--- config.mk ---
export PLATFORM = sky130hd
export DESIGN_NAME = pio_function_mux
export DESIGN_NICKNAME = d
export VERILOG_FILES = /design/src/pio_mux_pkg.sv /design/src/pio_function_mux.sv
export SDC_FILE = /design/constraint.sdc
export NUM_CORES = 1
export LEC_CHECK = 0
export BUFFER_PORTS_ARGS = -buffer_cell sky130_fd_sc_hd__buf_4
export CAP_MARGIN = 20
export CORE_ASPECT_RATIO = 1.75
export CORE_UTILIZATION = 50
export CTS_CLUSTER_SIZE = 8
export DETAILED_ROUTE_END_ITERATION = 8
export GPL_TIMING_DRIVEN = 0
export PLACE_DENSITY = 0.83
export REMOVE_ABC_BUFFERS = 1
export SLEW_MARGIN = 20
export SYNTH_ARGS = -nofsm -noshare
export SYNTH_HDL_FRONTEND = slang
export SYNTH_SLANG_ARGS = --single-unit
--- constraint.sdc ---
create_clock -name clk_sys -period 7.2 [get_ports clk_sys]
set_clock_uncertainty 0.2 [all_clocks]
set_input_delay 0 -clock clk_sys [delete_from_list [all_inputs] [get_ports clk_sys]]
set_output_delay 0 -clock clk_sys [all_outputs]
set_load 0.01 [all_outputs]
--- src/pio_mux_pkg.sv ---
// package: constants, register map and carriers for the pin function mux
// Functional notes
// - primary serial port on pins 6/7 by default
// - serial peripheral reservation moves primary to 15/16
// - secondary port on 17/18, 10/12 or 2/3
// - configurable baud, at most 921600 bps
// - pins 6/7 serial only if strap high
// - pull-ups on pins 10 and 12 default on
// - time mark from pin 11, 13 or 14
// - two event lines, each timestamped
// - time pulse on one of pins 2/3/11
// - time pulse train aligned to time grid
// - each pin is GPIO or a listed function
// - antenna power follows antenna status pin
// - pin 13: none, event, CTS or SCL
// - pin 14: none, event or antenna detect
// - serial peripheral function never made active
package pio_mux_pkg;
	localparam int NPIN   = 19;
	localparam int ADDR_W = 8;
	localparam int TIME_W = 32;
	localparam int BAUD_W = 16;

	localparam int PIN_SEC_TX_B = 2;
	localparam int PIN_SEC_RX_B = 3;
	localparam int PIN_PRI_TX   = 6;
	localparam int PIN_PRI_RX   = 7;
	localparam int PIN_STRAP    = 10;
	localparam int PIN_TP_HOME  = 11;
	localparam int PIN_BOOT     = 12;
	localparam int PIN_P13      = 13;
	localparam int PIN_P14      = 14;
	localparam int PIN_ANT_IN   = 15;
	localparam int PIN_ANT_OUT  = 16;
	localparam int PIN_SEC_RX_A = 17;
	localparam int PIN_SEC_TX_A = 18;

	localparam logic [ADDR_W-1:0] ADDR_CTRL   = 8'h00;
	localparam logic [ADDR_W-1:0] ADDR_GOUT   = 8'h04;
	localparam logic [ADDR_W-1:0] ADDR_GDIR   = 8'h08;
	localparam logic [ADDR_W-1:0] ADDR_GIN    = 8'h0c;
	localparam logic [ADDR_W-1:0] ADDR_PULL   = 8'h10;
	localparam logic [ADDR_W-1:0] ADDR_BAUD1  = 8'h14;
	localparam logic [ADDR_W-1:0] ADDR_BAUD2  = 8'h18;
	localparam logic [ADDR_W-1:0] ADDR_TPPER  = 8'h1c;
	localparam logic [ADDR_W-1:0] ADDR_TPWID  = 8'h20;
	localparam logic [ADDR_W-1:0] ADDR_STAT   = 8'h24;
	localparam logic [ADDR_W-1:0] ADDR_CLR    = 8'h28;
	localparam logic [ADDR_W-1:0] ADDR_IEN    = 8'h2c;
	localparam logic [ADDR_W-1:0] ADDR_STAMP0 = 8'h30;
	localparam logic [ADDR_W-1:0] ADDR_STAMP1 = 8'h34;
	localparam logic [ADDR_W-1:0] ADDR_STATE  = 8'h38;

	localparam int CLK_HZ      = 50_000_000;
	localparam int BAUD_MAX    = 921_600;
	localparam int BAUD_DEF    = 9_600;
	localparam logic [BAUD_W-1:0] BAUD_MIN_DIV = BAUD_W'((CLK_HZ + BAUD_MAX - 1) / BAUD_MAX);
	localparam logic [BAUD_W-1:0] BAUD_DEF_DIV = BAUD_W'(CLK_HZ / BAUD_DEF);
	localparam logic [TIME_W-1:0] TP_PER_DEF   = 32'h02fa_f080;
	localparam logic [TIME_W-1:0] TP_WID_DEF   = 32'h004c_4b40;

	localparam logic [NPIN-1:0] PULL_DEF = 19'h0_1400;

	// status bits
	localparam int ST_EV0 = 0;
	localparam int ST_EV1 = 1;
	localparam int ST_ANT = 2;
	localparam int ST_W   = 3;

	typedef enum logic [1:0] {
		SEC_A  = 2'b00,
		SEC_B  = 2'b01,
		SEC_C  = 2'b10,
		SEC_NO = 2'b11
	} sec_sel_t;

	typedef enum logic [1:0] {
		TP_OFF = 2'b00,
		TP_P2  = 2'b01,
		TP_P3  = 2'b10,
		TP_P11 = 2'b11
	} tp_sel_t;

	typedef enum logic [1:0] {
		TM_OFF = 2'b00,
		TM_P11 = 2'b01,
		TM_P13 = 2'b10,
		TM_P14 = 2'b11
	} tm_sel_t;

	typedef enum logic [1:0] {
		P13_NONE = 2'b00,
		P13_EVT  = 2'b01,
		P13_CTS  = 2'b10,
		P13_SCL  = 2'b11
	} p13_fn_t;

	typedef enum logic [1:0] {
		P14_NONE = 2'b00,
		P14_EVT  = 2'b01,
		P14_DET  = 2'b10,
		P14_RSV  = 2'b11
	} p14_fn_t;

	typedef struct packed {
		logic     p16_speed;
		logic     p15_short;
		p14_fn_t  p14_fn;
		p13_fn_t  p13_fn;
		tm_sel_t  tm_sel;
		tp_sel_t  tp_sel;
		sec_sel_t sec_sel;
		logic     pri_alt;
	} mux_cfg_t;

	localparam int CFG_W = $bits(mux_cfg_t);
	localparam mux_cfg_t CFG_DEF = '{
		p16_speed: 1'b0, p15_short: 1'b0, p14_fn: P14_NONE, p13_fn: P13_NONE,
		tm_sel: TM_OFF, tp_sel: TP_P11, sec_sel: SEC_A, pri_alt: 1'b0};

	typedef struct packed {
		logic [NPIN-1:0] out;
		logic [NPIN-1:0] drv;
	} pin_drive_t;
endpackage

--- src/pio_function_mux.sv ---
// pin function mux with apb registers, event capture and time pulse generator
`timescale 1ns/1ps
`default_nettype none
module pio_function_mux
	import pio_mux_pkg::*;
(
	// clock, reset, enable
	input  wire  logic              clk_sys,
	input  wire  logic              rst,
	input  wire  logic              ce,
	// apb slave
	input  wire  logic              psel,
	input  wire  logic              penable,
	input  wire  logic              pwrite,
	input  wire  logic [ADDR_W-1:0] paddr,
	input  wire  logic [31:0]       pwdata,
	output logic                    pready,
	output logic [31:0]             prdata,
	output logic                    pslverr,
	output logic                    irq,
	// multiplexed pins
	input  wire  logic [NPIN-1:0]   pin_in,
	output logic [NPIN-1:0]         pin_out,
	output logic [NPIN-1:0]         pin_oe_n,
	output logic [NPIN-1:0]         pull_up_en,
	// serial port cores
	input  wire  logic              pri_txd,
	input  wire  logic              sec_txd,
	output logic                    pri_rxd,
	output logic                    pri_cts,
	output logic                    sec_rxd,
	output logic [BAUD_W-1:0]       pri_baud_div,
	output logic [BAUD_W-1:0]       sec_baud_div,
	// i2c clock on pin 13, open drain
	input  wire  logic              i2c_scl_low,
	output logic                    i2c_scl_in,
	// timing engine
	input  wire  logic [TIME_W-1:0] gps_time,
	input  wire  logic              grid_tick,
	input  wire  logic              speed_pulse,
	output logic                    external_event_line0,
	output logic                    external_event_line1,
	// antenna supervision
	output logic                    antenna_detect_in,
	output logic                    antenna_short_in
);
	mux_cfg_t          cfg;
	logic [NPIN-1:0]   gpio_out;
	logic [NPIN-1:0]   gpio_dir;
	logic [TIME_W-1:0] tp_period;
	logic [TIME_W-1:0] tp_width;
	logic [TIME_W-1:0] tp_cnt;
	logic [TIME_W-1:0] stamp0;
	logic [TIME_W-1:0] stamp1;
	logic [ST_W-1:0]   status;
	logic [ST_W-1:0]   irq_en;
	logic              strap_done;
	logic              strap_high;
	logic              tm_q;
	logic              ant_q;
	pin_drive_t        next_pins;
	logic [2:0]        tp_drive;
	logic              tm_now;
	logic              tm_rise;
	logic              tm_fall;
	logic              pri_on67;
	logic              pri_on1516;
	logic              tp_level;
	logic              wr;
	logic              rd;
	logic              mapped;
	logic [31:0]       rd_word;
	logic [ST_W-1:0]   ev_set;
	logic [ST_W-1:0]   clr_bits;

	// the access phase answers one cycle late so every bus output is a flop
	assign wr = psel && penable && pready && pwrite;
	assign rd = psel && penable && !pready && !pwrite;
	assign clr_bits = (wr && paddr == ADDR_CLR) ? pwdata[ST_W-1:0] : '0;

	// strap_done stays low until first edge after release so pins 10/12 stay inputs
	always_ff @(posedge clk_sys) begin
		if (rst) begin
			strap_done <= 1'b0;
			strap_high <= 1'b0;
		end else if (ce && !strap_done) begin
			strap_done <= 1'b1;
			strap_high <= pin_in[PIN_STRAP];
		end
	end

	assign pri_on67   = strap_high && !cfg.pri_alt;
	assign pri_on1516 = strap_high && cfg.pri_alt;

	// time pulse grid: restarted by the grid tick, so it stays phase locked
	always_ff @(posedge clk_sys) begin
		if (rst) begin
			tp_cnt <= '0;
		end else if (ce) begin
			if (grid_tick || tp_cnt >= tp_period - 32'h1) begin
				tp_cnt <= '0;
			end else begin
				tp_cnt <= tp_cnt + 32'h1;
			end
		end
	end
	assign tp_level = (tp_period != '0) && (tp_cnt < tp_width);

	always_comb begin
		next_pins.out = gpio_out;
		next_pins.drv = gpio_dir;
		tp_drive = 3'b000;
		tm_now = 1'b0;
		if (!strap_done) begin
			next_pins.drv[PIN_STRAP] = 1'b0;
			next_pins.drv[PIN_BOOT] = 1'b0;
		end
		if (pri_on67) begin
			next_pins.out[PIN_PRI_TX] = pri_txd;
			next_pins.drv[PIN_PRI_TX] = 1'b1;
			next_pins.drv[PIN_PRI_RX] = 1'b0;
		end else if (pri_on1516) begin
			// pins held idle: the serial peripheral function is never enabled
			next_pins.drv[PIN_PRI_TX] = 1'b0;
			next_pins.drv[PIN_PRI_RX] = 1'b0;
		end
		if (pri_on1516) begin
			next_pins.out[PIN_ANT_OUT] = pri_txd;
			next_pins.drv[PIN_ANT_OUT] = 1'b1;
		end else begin
			next_pins.out[PIN_ANT_OUT] = cfg.p16_speed ? speed_pulse
				: !pin_in[PIN_ANT_IN];
			next_pins.drv[PIN_ANT_OUT] = 1'b1;
		end
		next_pins.drv[PIN_ANT_IN] = 1'b0;
		case (cfg.sec_sel)
			SEC_A: begin
				next_pins.out[PIN_SEC_TX_A] = sec_txd;
				next_pins.drv[PIN_SEC_TX_A] = 1'b1;
				next_pins.drv[PIN_SEC_RX_A] = 1'b0;
			end
			SEC_B: begin
				next_pins.out[PIN_BOOT] = sec_txd;
				next_pins.drv[PIN_BOOT] = strap_done;
				next_pins.drv[PIN_STRAP] = 1'b0;
			end
			SEC_C: begin
				next_pins.out[PIN_SEC_TX_B] = sec_txd;
				next_pins.drv[PIN_SEC_TX_B] = 1'b1;
				next_pins.drv[PIN_SEC_RX_B] = 1'b0;
			end
			default: begin
			end
		endcase
		// a pin already carrying the secondary port keeps it over the pulse
		case (cfg.tp_sel)
			TP_P2: tp_drive[0] = (cfg.sec_sel != SEC_C);
			TP_P3: tp_drive[1] = (cfg.sec_sel != SEC_C);
			TP_P11: tp_drive[2] = 1'b1;
			default: tp_drive = 3'b000;
		endcase
		if (tp_drive[0]) begin
			next_pins.out[PIN_SEC_TX_B] = tp_level;
			next_pins.drv[PIN_SEC_TX_B] = 1'b1;
		end
		if (tp_drive[1]) begin
			next_pins.out[PIN_SEC_RX_B] = tp_level;
			next_pins.drv[PIN_SEC_RX_B] = 1'b1;
		end
		if (tp_drive[2]) begin
			next_pins.out[PIN_TP_HOME] = tp_level;
			next_pins.drv[PIN_TP_HOME] = 1'b1;
		end
		case (cfg.p13_fn)
			P13_NONE: next_pins.drv[PIN_P13] = 1'b0;
			P13_EVT: next_pins.drv[PIN_P13] = 1'b0;
			P13_CTS: next_pins.drv[PIN_P13] = 1'b0;
			P13_SCL: begin
				next_pins.out[PIN_P13] = 1'b0;
				next_pins.drv[PIN_P13] = i2c_scl_low;
			end
			default: next_pins.drv[PIN_P13] = 1'b0;
		endcase
		if (cfg.p14_fn != P14_RSV) begin
			next_pins.drv[PIN_P14] = 1'b0;
		end
		// only one pin feeds the time mark, and only if it is free for it
		case (cfg.tm_sel)
			TM_P11: tm_now = !tp_drive[2] && pin_in[PIN_TP_HOME];
			TM_P13: tm_now = (cfg.p13_fn == P13_EVT) && pin_in[PIN_P13];
			TM_P14: tm_now = (cfg.p14_fn == P14_EVT) && pin_in[PIN_P14];
			default: tm_now = 1'b0;
		endcase
	end

	always_ff @(posedge clk_sys) begin
		if (rst) begin
			pin_out  <= '0;
			pin_oe_n <= '1;
		end else if (ce) begin
			pin_out  <= next_pins.out;
			pin_oe_n <= ~next_pins.drv;
		end
	end

	// core-side inputs; receive lines idle high when not routed
	always_ff @(posedge clk_sys) begin
		if (rst) begin
			pri_rxd <= 1'b1;
			pri_cts <= 1'b0;
			sec_rxd <= 1'b1;
			i2c_scl_in <= 1'b1;
			antenna_detect_in <= 1'b0;
			antenna_short_in <= 1'b0;
		end else if (ce) begin
			pri_rxd <= pri_on67 ? pin_in[PIN_PRI_RX]
				: pri_on1516 ? pin_in[PIN_ANT_IN] : 1'b1;
			pri_cts <= (cfg.p13_fn == P13_CTS) && pin_in[PIN_P13];
			case (cfg.sec_sel)
				SEC_A: sec_rxd <= pin_in[PIN_SEC_RX_A];
				SEC_B: sec_rxd <= pin_in[PIN_STRAP];
				SEC_C: sec_rxd <= pin_in[PIN_SEC_RX_B];
				default: sec_rxd <= 1'b1;
			endcase
			i2c_scl_in <= (cfg.p13_fn == P13_SCL) ? pin_in[PIN_P13] : 1'b1;
			antenna_detect_in <= (cfg.p14_fn == P14_DET) && pin_in[PIN_P14];
			antenna_short_in <= cfg.p15_short && !pri_on1516 && pin_in[PIN_ANT_IN];
		end
	end

	// time mark edges: rising on line 0, falling on line 1
	assign tm_rise = tm_now && !tm_q;
	assign tm_fall = !tm_now && tm_q;
	assign ev_set = {ant_q != pin_in[PIN_ANT_IN], tm_fall, tm_rise};

	always_ff @(posedge clk_sys) begin
		if (rst) begin
			tm_q <= 1'b0;
			ant_q <= 1'b0;
			external_event_line0 <= 1'b0;
			external_event_line1 <= 1'b0;
			stamp0 <= '0;
			stamp1 <= '0;
		end else if (ce) begin
			tm_q <= tm_now;
			ant_q <= pin_in[PIN_ANT_IN];
			external_event_line0 <= tm_rise;
			external_event_line1 <= tm_fall;
			if (tm_rise) begin
				stamp0 <= gps_time;
			end
			if (tm_fall) begin
				stamp1 <= gps_time;
			end
		end
	end

	// sticky status: a new event in the clearing cycle survives
	always_ff @(posedge clk_sys) begin
		if (rst) begin
			status <= '0;
			irq <= 1'b0;
		end else if (ce) begin
			status <= (status & ~clr_bits) | ev_set;
			irq <= |(status & irq_en);
		end
	end

	// software-written configuration
	always_ff @(posedge clk_sys) begin
		if (rst) begin
			cfg <= CFG_DEF;
			gpio_out <= '0;
			gpio_dir <= '0;
			pull_up_en <= PULL_DEF;
			pri_baud_div <= BAUD_DEF_DIV;
			sec_baud_div <= BAUD_DEF_DIV;
			tp_period <= TP_PER_DEF;
			tp_width <= TP_WID_DEF;
			irq_en <= '0;
		end else if (ce && wr) begin
			case (paddr)
				ADDR_CTRL: cfg <= mux_cfg_t'(pwdata[CFG_W-1:0]);
				ADDR_GOUT: gpio_out <= pwdata[NPIN-1:0];
				ADDR_GDIR: gpio_dir <= pwdata[NPIN-1:0];
				ADDR_PULL: pull_up_en <= pwdata[NPIN-1:0];
				// divisors below the fastest supported rate are clamped
				ADDR_BAUD1: pri_baud_div <= (pwdata[BAUD_W-1:0] < BAUD_MIN_DIV)
					? BAUD_MIN_DIV : pwdata[BAUD_W-1:0];
				ADDR_BAUD2: sec_baud_div <= (pwdata[BAUD_W-1:0] < BAUD_MIN_DIV)
					? BAUD_MIN_DIV : pwdata[BAUD_W-1:0];
				ADDR_TPPER: tp_period <= pwdata;
				ADDR_TPWID: tp_width <= pwdata;
				ADDR_IEN: irq_en <= pwdata[ST_W-1:0];
				default: begin
				end
			endcase
		end
	end

	always_comb begin
		mapped = 1'b1;
		rd_word = '0;
		case (paddr)
			ADDR_CTRL: rd_word[CFG_W-1:0] = cfg;
			ADDR_GOUT: rd_word[NPIN-1:0] = gpio_out;
			ADDR_GDIR: rd_word[NPIN-1:0] = gpio_dir;
			ADDR_GIN: rd_word[NPIN-1:0] = pin_in;
			ADDR_PULL: rd_word[NPIN-1:0] = pull_up_en;
			ADDR_BAUD1: rd_word[BAUD_W-1:0] = pri_baud_div;
			ADDR_BAUD2: rd_word[BAUD_W-1:0] = sec_baud_div;
			ADDR_TPPER: rd_word = tp_period;
			ADDR_TPWID: rd_word = tp_width;
			ADDR_STAT: rd_word[ST_W-1:0] = status;
			ADDR_CLR: rd_word = '0;
			ADDR_IEN: rd_word[ST_W-1:0] = irq_en;
			ADDR_STAMP0: rd_word = stamp0;
			ADDR_STAMP1: rd_word = stamp1;
			ADDR_STATE: rd_word[1:0] = {strap_done, strap_high};
			default: mapped = 1'b0;
		endcase
	end

	always_ff @(posedge clk_sys) begin
		if (rst) begin
			pready <= 1'b0;
			prdata <= '0;
			pslverr <= 1'b0;
		end else if (ce) begin
			pready <= psel && penable && !pready;
			prdata <= rd ? rd_word : '0;
			pslverr <= psel && penable && !pready && !mapped;
		end
	end

	a_pull_reset: assert property (@(posedge clk_sys) $past(rst)
		|-> pull_up_en[PIN_STRAP] && pull_up_en[PIN_BOOT])
		else $error("strap pull-ups not on after reset");
	a_pri_home: assert property (@(posedge clk_sys) disable iff (rst)
		(ce && pri_on67) ##1 ce |-> !pin_oe_n[PIN_PRI_TX]
		&& pin_out[PIN_PRI_TX] == $past(pri_txd))
		else $error("primary transmit not on pin 6");
	a_pri_moved: assert property (@(posedge clk_sys) disable iff (rst)
		(ce && pri_on1516) ##1 ce |-> pin_oe_n[PIN_PRI_TX] && pin_oe_n[PIN_PRI_RX]
		&& pin_out[PIN_ANT_OUT] == $past(pri_txd))
		else $error("primary port not moved to pins 15/16");
	a_sec_route: assert property (@(posedge clk_sys) disable iff (rst)
		(ce && cfg.sec_sel == SEC_C) ##1 ce |-> !pin_oe_n[PIN_SEC_TX_B]
		&& pin_out[PIN_SEC_TX_B] == $past(sec_txd))
		else $error("secondary transmit not on pin 2");
	a_gpio_low: assert property (@(posedge clk_sys) disable iff (rst)
		(ce && strap_done && !strap_high && gpio_dir[PIN_PRI_TX]) ##1 ce
		|-> pin_out[PIN_PRI_TX] == $past(gpio_out[PIN_PRI_TX]))
		else $error("pin 6 not GPIO with strap low");
	// watched at the pins: with the pulse on pin 2, pins 3 and 11 must be released
	a_tp_single: assert property (@(posedge clk_sys) disable iff (rst)
		(ce && cfg.tp_sel == TP_P2 && cfg.sec_sel != SEC_C && !gpio_dir[PIN_SEC_RX_B]
		&& !gpio_dir[PIN_TP_HOME]) ##1 ce
		|-> pin_oe_n[PIN_SEC_RX_B] && pin_oe_n[PIN_TP_HOME])
		else $error("more than one time pulse pin");
	a_ant_follow: assert property (@(posedge clk_sys) disable iff (rst)
		(ce && !pri_on1516 && !cfg.p16_speed) ##1 ce
		|-> pin_out[PIN_ANT_OUT] == !$past(pin_in[PIN_ANT_IN]))
		else $error("antenna control does not follow status");
	a_event_stamp: assert property (@(posedge clk_sys) disable iff (rst)
		(ce && tm_rise) ##1 ce |-> external_event_line0 && status[ST_EV0]
		&& stamp0 == $past(gps_time))
		else $error("time mark event not stamped");
	a_baud_floor: assert property (@(posedge clk_sys) disable iff (rst)
		pri_baud_div >= BAUD_MIN_DIV && sec_baud_div >= BAUD_MIN_DIV)
		else $error("baud divisor above top rate");
	a_strap_hold: assert property (@(posedge clk_sys) disable iff (rst)
		strap_done |=> strap_done && $stable(strap_high))
		else $error("strap mapping changed after sampling");
	a_p13_idle: assert property (@(posedge clk_sys) $past(rst) && !rst
		|-> pin_oe_n[PIN_P13] && pin_oe_n[PIN_P14])
		else $error("pin 13 or 14 driven after reset");
endmodule
`default_nettype wire

==> run metrics <==
GRT Residual Overflow 0; Post CTS Setup Buffer Count 0; RSZ-0062 raised after global routing no; number of CTS-inserted buffers 50; GR Util All Layers 0.3962; Data required, critical path 7450 ps; Worst path slowest cell or4_1; critical path startpoint category flip-flop; clock sink count 352; DP Wirelength 47580 um; slew margin rel. 0.2531; CTS Buffer Depth 3; largest net degree at the start of global routing 124; status completed; Root Driver clkbuf_16; final-report hold violation count 0; Tmin final 4984 ps; Routed wire per std cell 24.33 um; share of post-route cells with drive strength above 1 0.1529; register bit total from synthesis 352; via count 18240; post-cts resize count 0; initial antenna violation count 0; # DRC 0; Synth cell types 77; sequential area share after synthesis 0.4137; CP peak stage delay 690 ps; DRT antenna net count 0; CTS tree yes; Die H 246.2 um; vias in the first global route 17770; Rows 89; Final period util 0.6922; top cells by area, synth dfxtp_1, nand2_1, a21oi_1, ha_1, nor2_1; PortBufs 232; die area 34840 um^2; synthesized instance count 2144; first drt pass iteration count 8; Starting Density 0.5065; top-area cell type share of the netlist area 0.4137; hold_ws 21.92 ps; area delta synth->final 27.11%; Async SR Flop Fraction 0; H-tree depth 2; Synth top cells by count nand2_1, dfxtp_1, a21oi_1; WL final 69770 um; Max-Cap Viols 0; CP cell instances nor4_4 -> or3b_1 -> or4_1 -> nor2_4 -> nand4b_1 -> xor2_1 -> ha_1 -> nand4_1 -> nor4_1 -> o21ai_1 -> or2_2 -> o221ai_4 -> buf_16 -> nor2_1; Syn Std Cell Area 17030 um^2; first-pass GRT wire length 103600 um; Worst-path clk slew 50 ps; Ports 234; core area 33630 um^2; Final setup viols 0; pwr/cell area 203.1 nW/um^2; count leader, synth nand2_1; crit path kind flip-flop to flip-flop; HP Class primary input to flip-flop; Setup crit end kind flip-flop; Max FO, Critical Path 29; number of vias per cell 6.359; Lkg Pwr 8.167 nW; setup_tns 0 ps; gpl congestion 0.9863; Syn. warnings 0; ant diodes 0; Chip Width 141.5 um; Max Fclk 200.6 MHz; fin nets 2577; DR iter-0 viols 2050; Max rail drop VDD 0.1690 mV; post-synth top area cell dfxtp_1; Final Cell Area 21650 um^2; Synth Flop Type dfxtp_1; non-filler instance count after layout 2868; Post-Place Cells 2704; syn_area_per_cell 7.945 um^2; Worst Tran Pin Value 1117 ps; Placement Cell Area 19210 um^2; Pins Over Slew Limit 0; crit path DAT 5230 ps; clk_lat worst skew 580 ps; number of flops mapped to enable cells by yosys 0
## repair_timing
item                       4_1_cts  5_1_grt
setup endpoints to repair        0        0
hold buffers                   107        0
hold endpoints to repair       313        0
## power by group
part | switching [mW] | leakage, nW | internal, mW
Sequential | 0.00913 | 2.84 | 1.96
Clock | 0.861 | 0.659 | 1.26
Combinational | 0.180 | 4.67 | 0.120
Total | 1.05 | 8.17 | 3.35
## cells in the final DEF, fill, tap and decap left out, types with 8 or more instances in the layout
cell type      instances
nand3_1               54
o22ai_1               12
inv_1                 39
ha_1                  66
nor2_1               133
a21oi_1              234
a221oi_1               8
xor2_1                32
dlygate4sd3_1        107
o21ai_0               53
clkbuf_16             52
buf_4                236
mux2i_1               49
a211oi_1              25
a22o_1                11
nor3_1                25
buf_16                 8
nand4_1               24
o211ai_1              35
nand2_1              550
and3_1                15
a22oi_1               62
nor4_1                 9
dfxtp_1              352
xnor2_1               28
mux2_2                11
nor2b_1               14
## layer usage
layer / vias to the layer above / wire (um) / track usage
met5: - / 0 / 0
met4: 0 / 7717 / 0.3947
met3: 460 / 6561 / 0.07289
met2: 1317 / 33120 / 0.6613
met1: 8469 / 22370 / 0.4096
li1: 7992 / - / -
## logic make-up (layout without fill, tap and decap cells)
logic type | count (synthesis) | count (layout) | synth area share
fa+ha+maj | 66 | 66 | 0.04848
mux | 66 | 66 | 0.04400
buf+inv | 192 | 461 | 0.04606
flops | 352 | 352 | 0.4137
compound gates | 502 | 502 | 0.1822
xor+xnor | 60 | 60 | 0.03085
simple gates | 905 | 905 | 0.2345
other cells | 1 | 1 | 0.0002202
## through the flow
stage | utilization | power (mW) | setup slack [ps]
6_report | 0.6438 | 4.398 | 2216
5_1_grt | 0.6438 | 4.486 | 2085
4_1_cts | 0.6432 | 4.380 | 2239
3_5_place_dp | 0.5713 | 2.250 | 2234
3_3_place_gp | 0.5565 | 2.232 | -581.4
2_1_floorplan | - | 2.073 | 2418
## sequential cells by signal, indices dropped and copies added (netlist names), 3 cells and up
name,count
status,3
pull_up_en,19
prdata,32
sec_baud_div,16
cfg,13
tp_width,32
gpio_dir,19
tp_cnt,32
gpio_out,19
stamp1,32
pin_out,19
pin_oe_n,18
irq_en,3
stamp0,32
tp_period,32
pri_baud_div,16
## path summary, 6_finish.rpt
kind | startpoint | to | slack (ps) | cells past startpoint
max | tp_period[3] | tp_cnt[24] | 2220 | 14
min | pwdata[22] | tp_period[22] | 20 | 4
max reg2reg | tp_period[3] | tp_cnt[24] | 2220 | 14
min reg2reg | tp_width[30] | tp_width[30] | 260 | 2
## critical path, delay by kind of cell, from the launching register on
kind / cells / cell delay, ps
adder cells (fa/ha/maj): 1 / 330
flip-flops: 1 / 430
AND/OR/NAND/NOR: 9 / 3020
buffers and inverters: 1 / 210
XOR/XNOR: 1 / 190
AO/OA/AOI/OAI: 2 / 450
## final cells by class
type	count	area, um^2
clock buffers	54	1309
flip-flops and latches	352	7047
inverters	41	157.7
well taps	455	569.3
multi-input cells	1600	9330
fillers	2741	11980
clock inverters	2	38.79
repair buffers	364	3201
(Power assumes the default switching activity.)
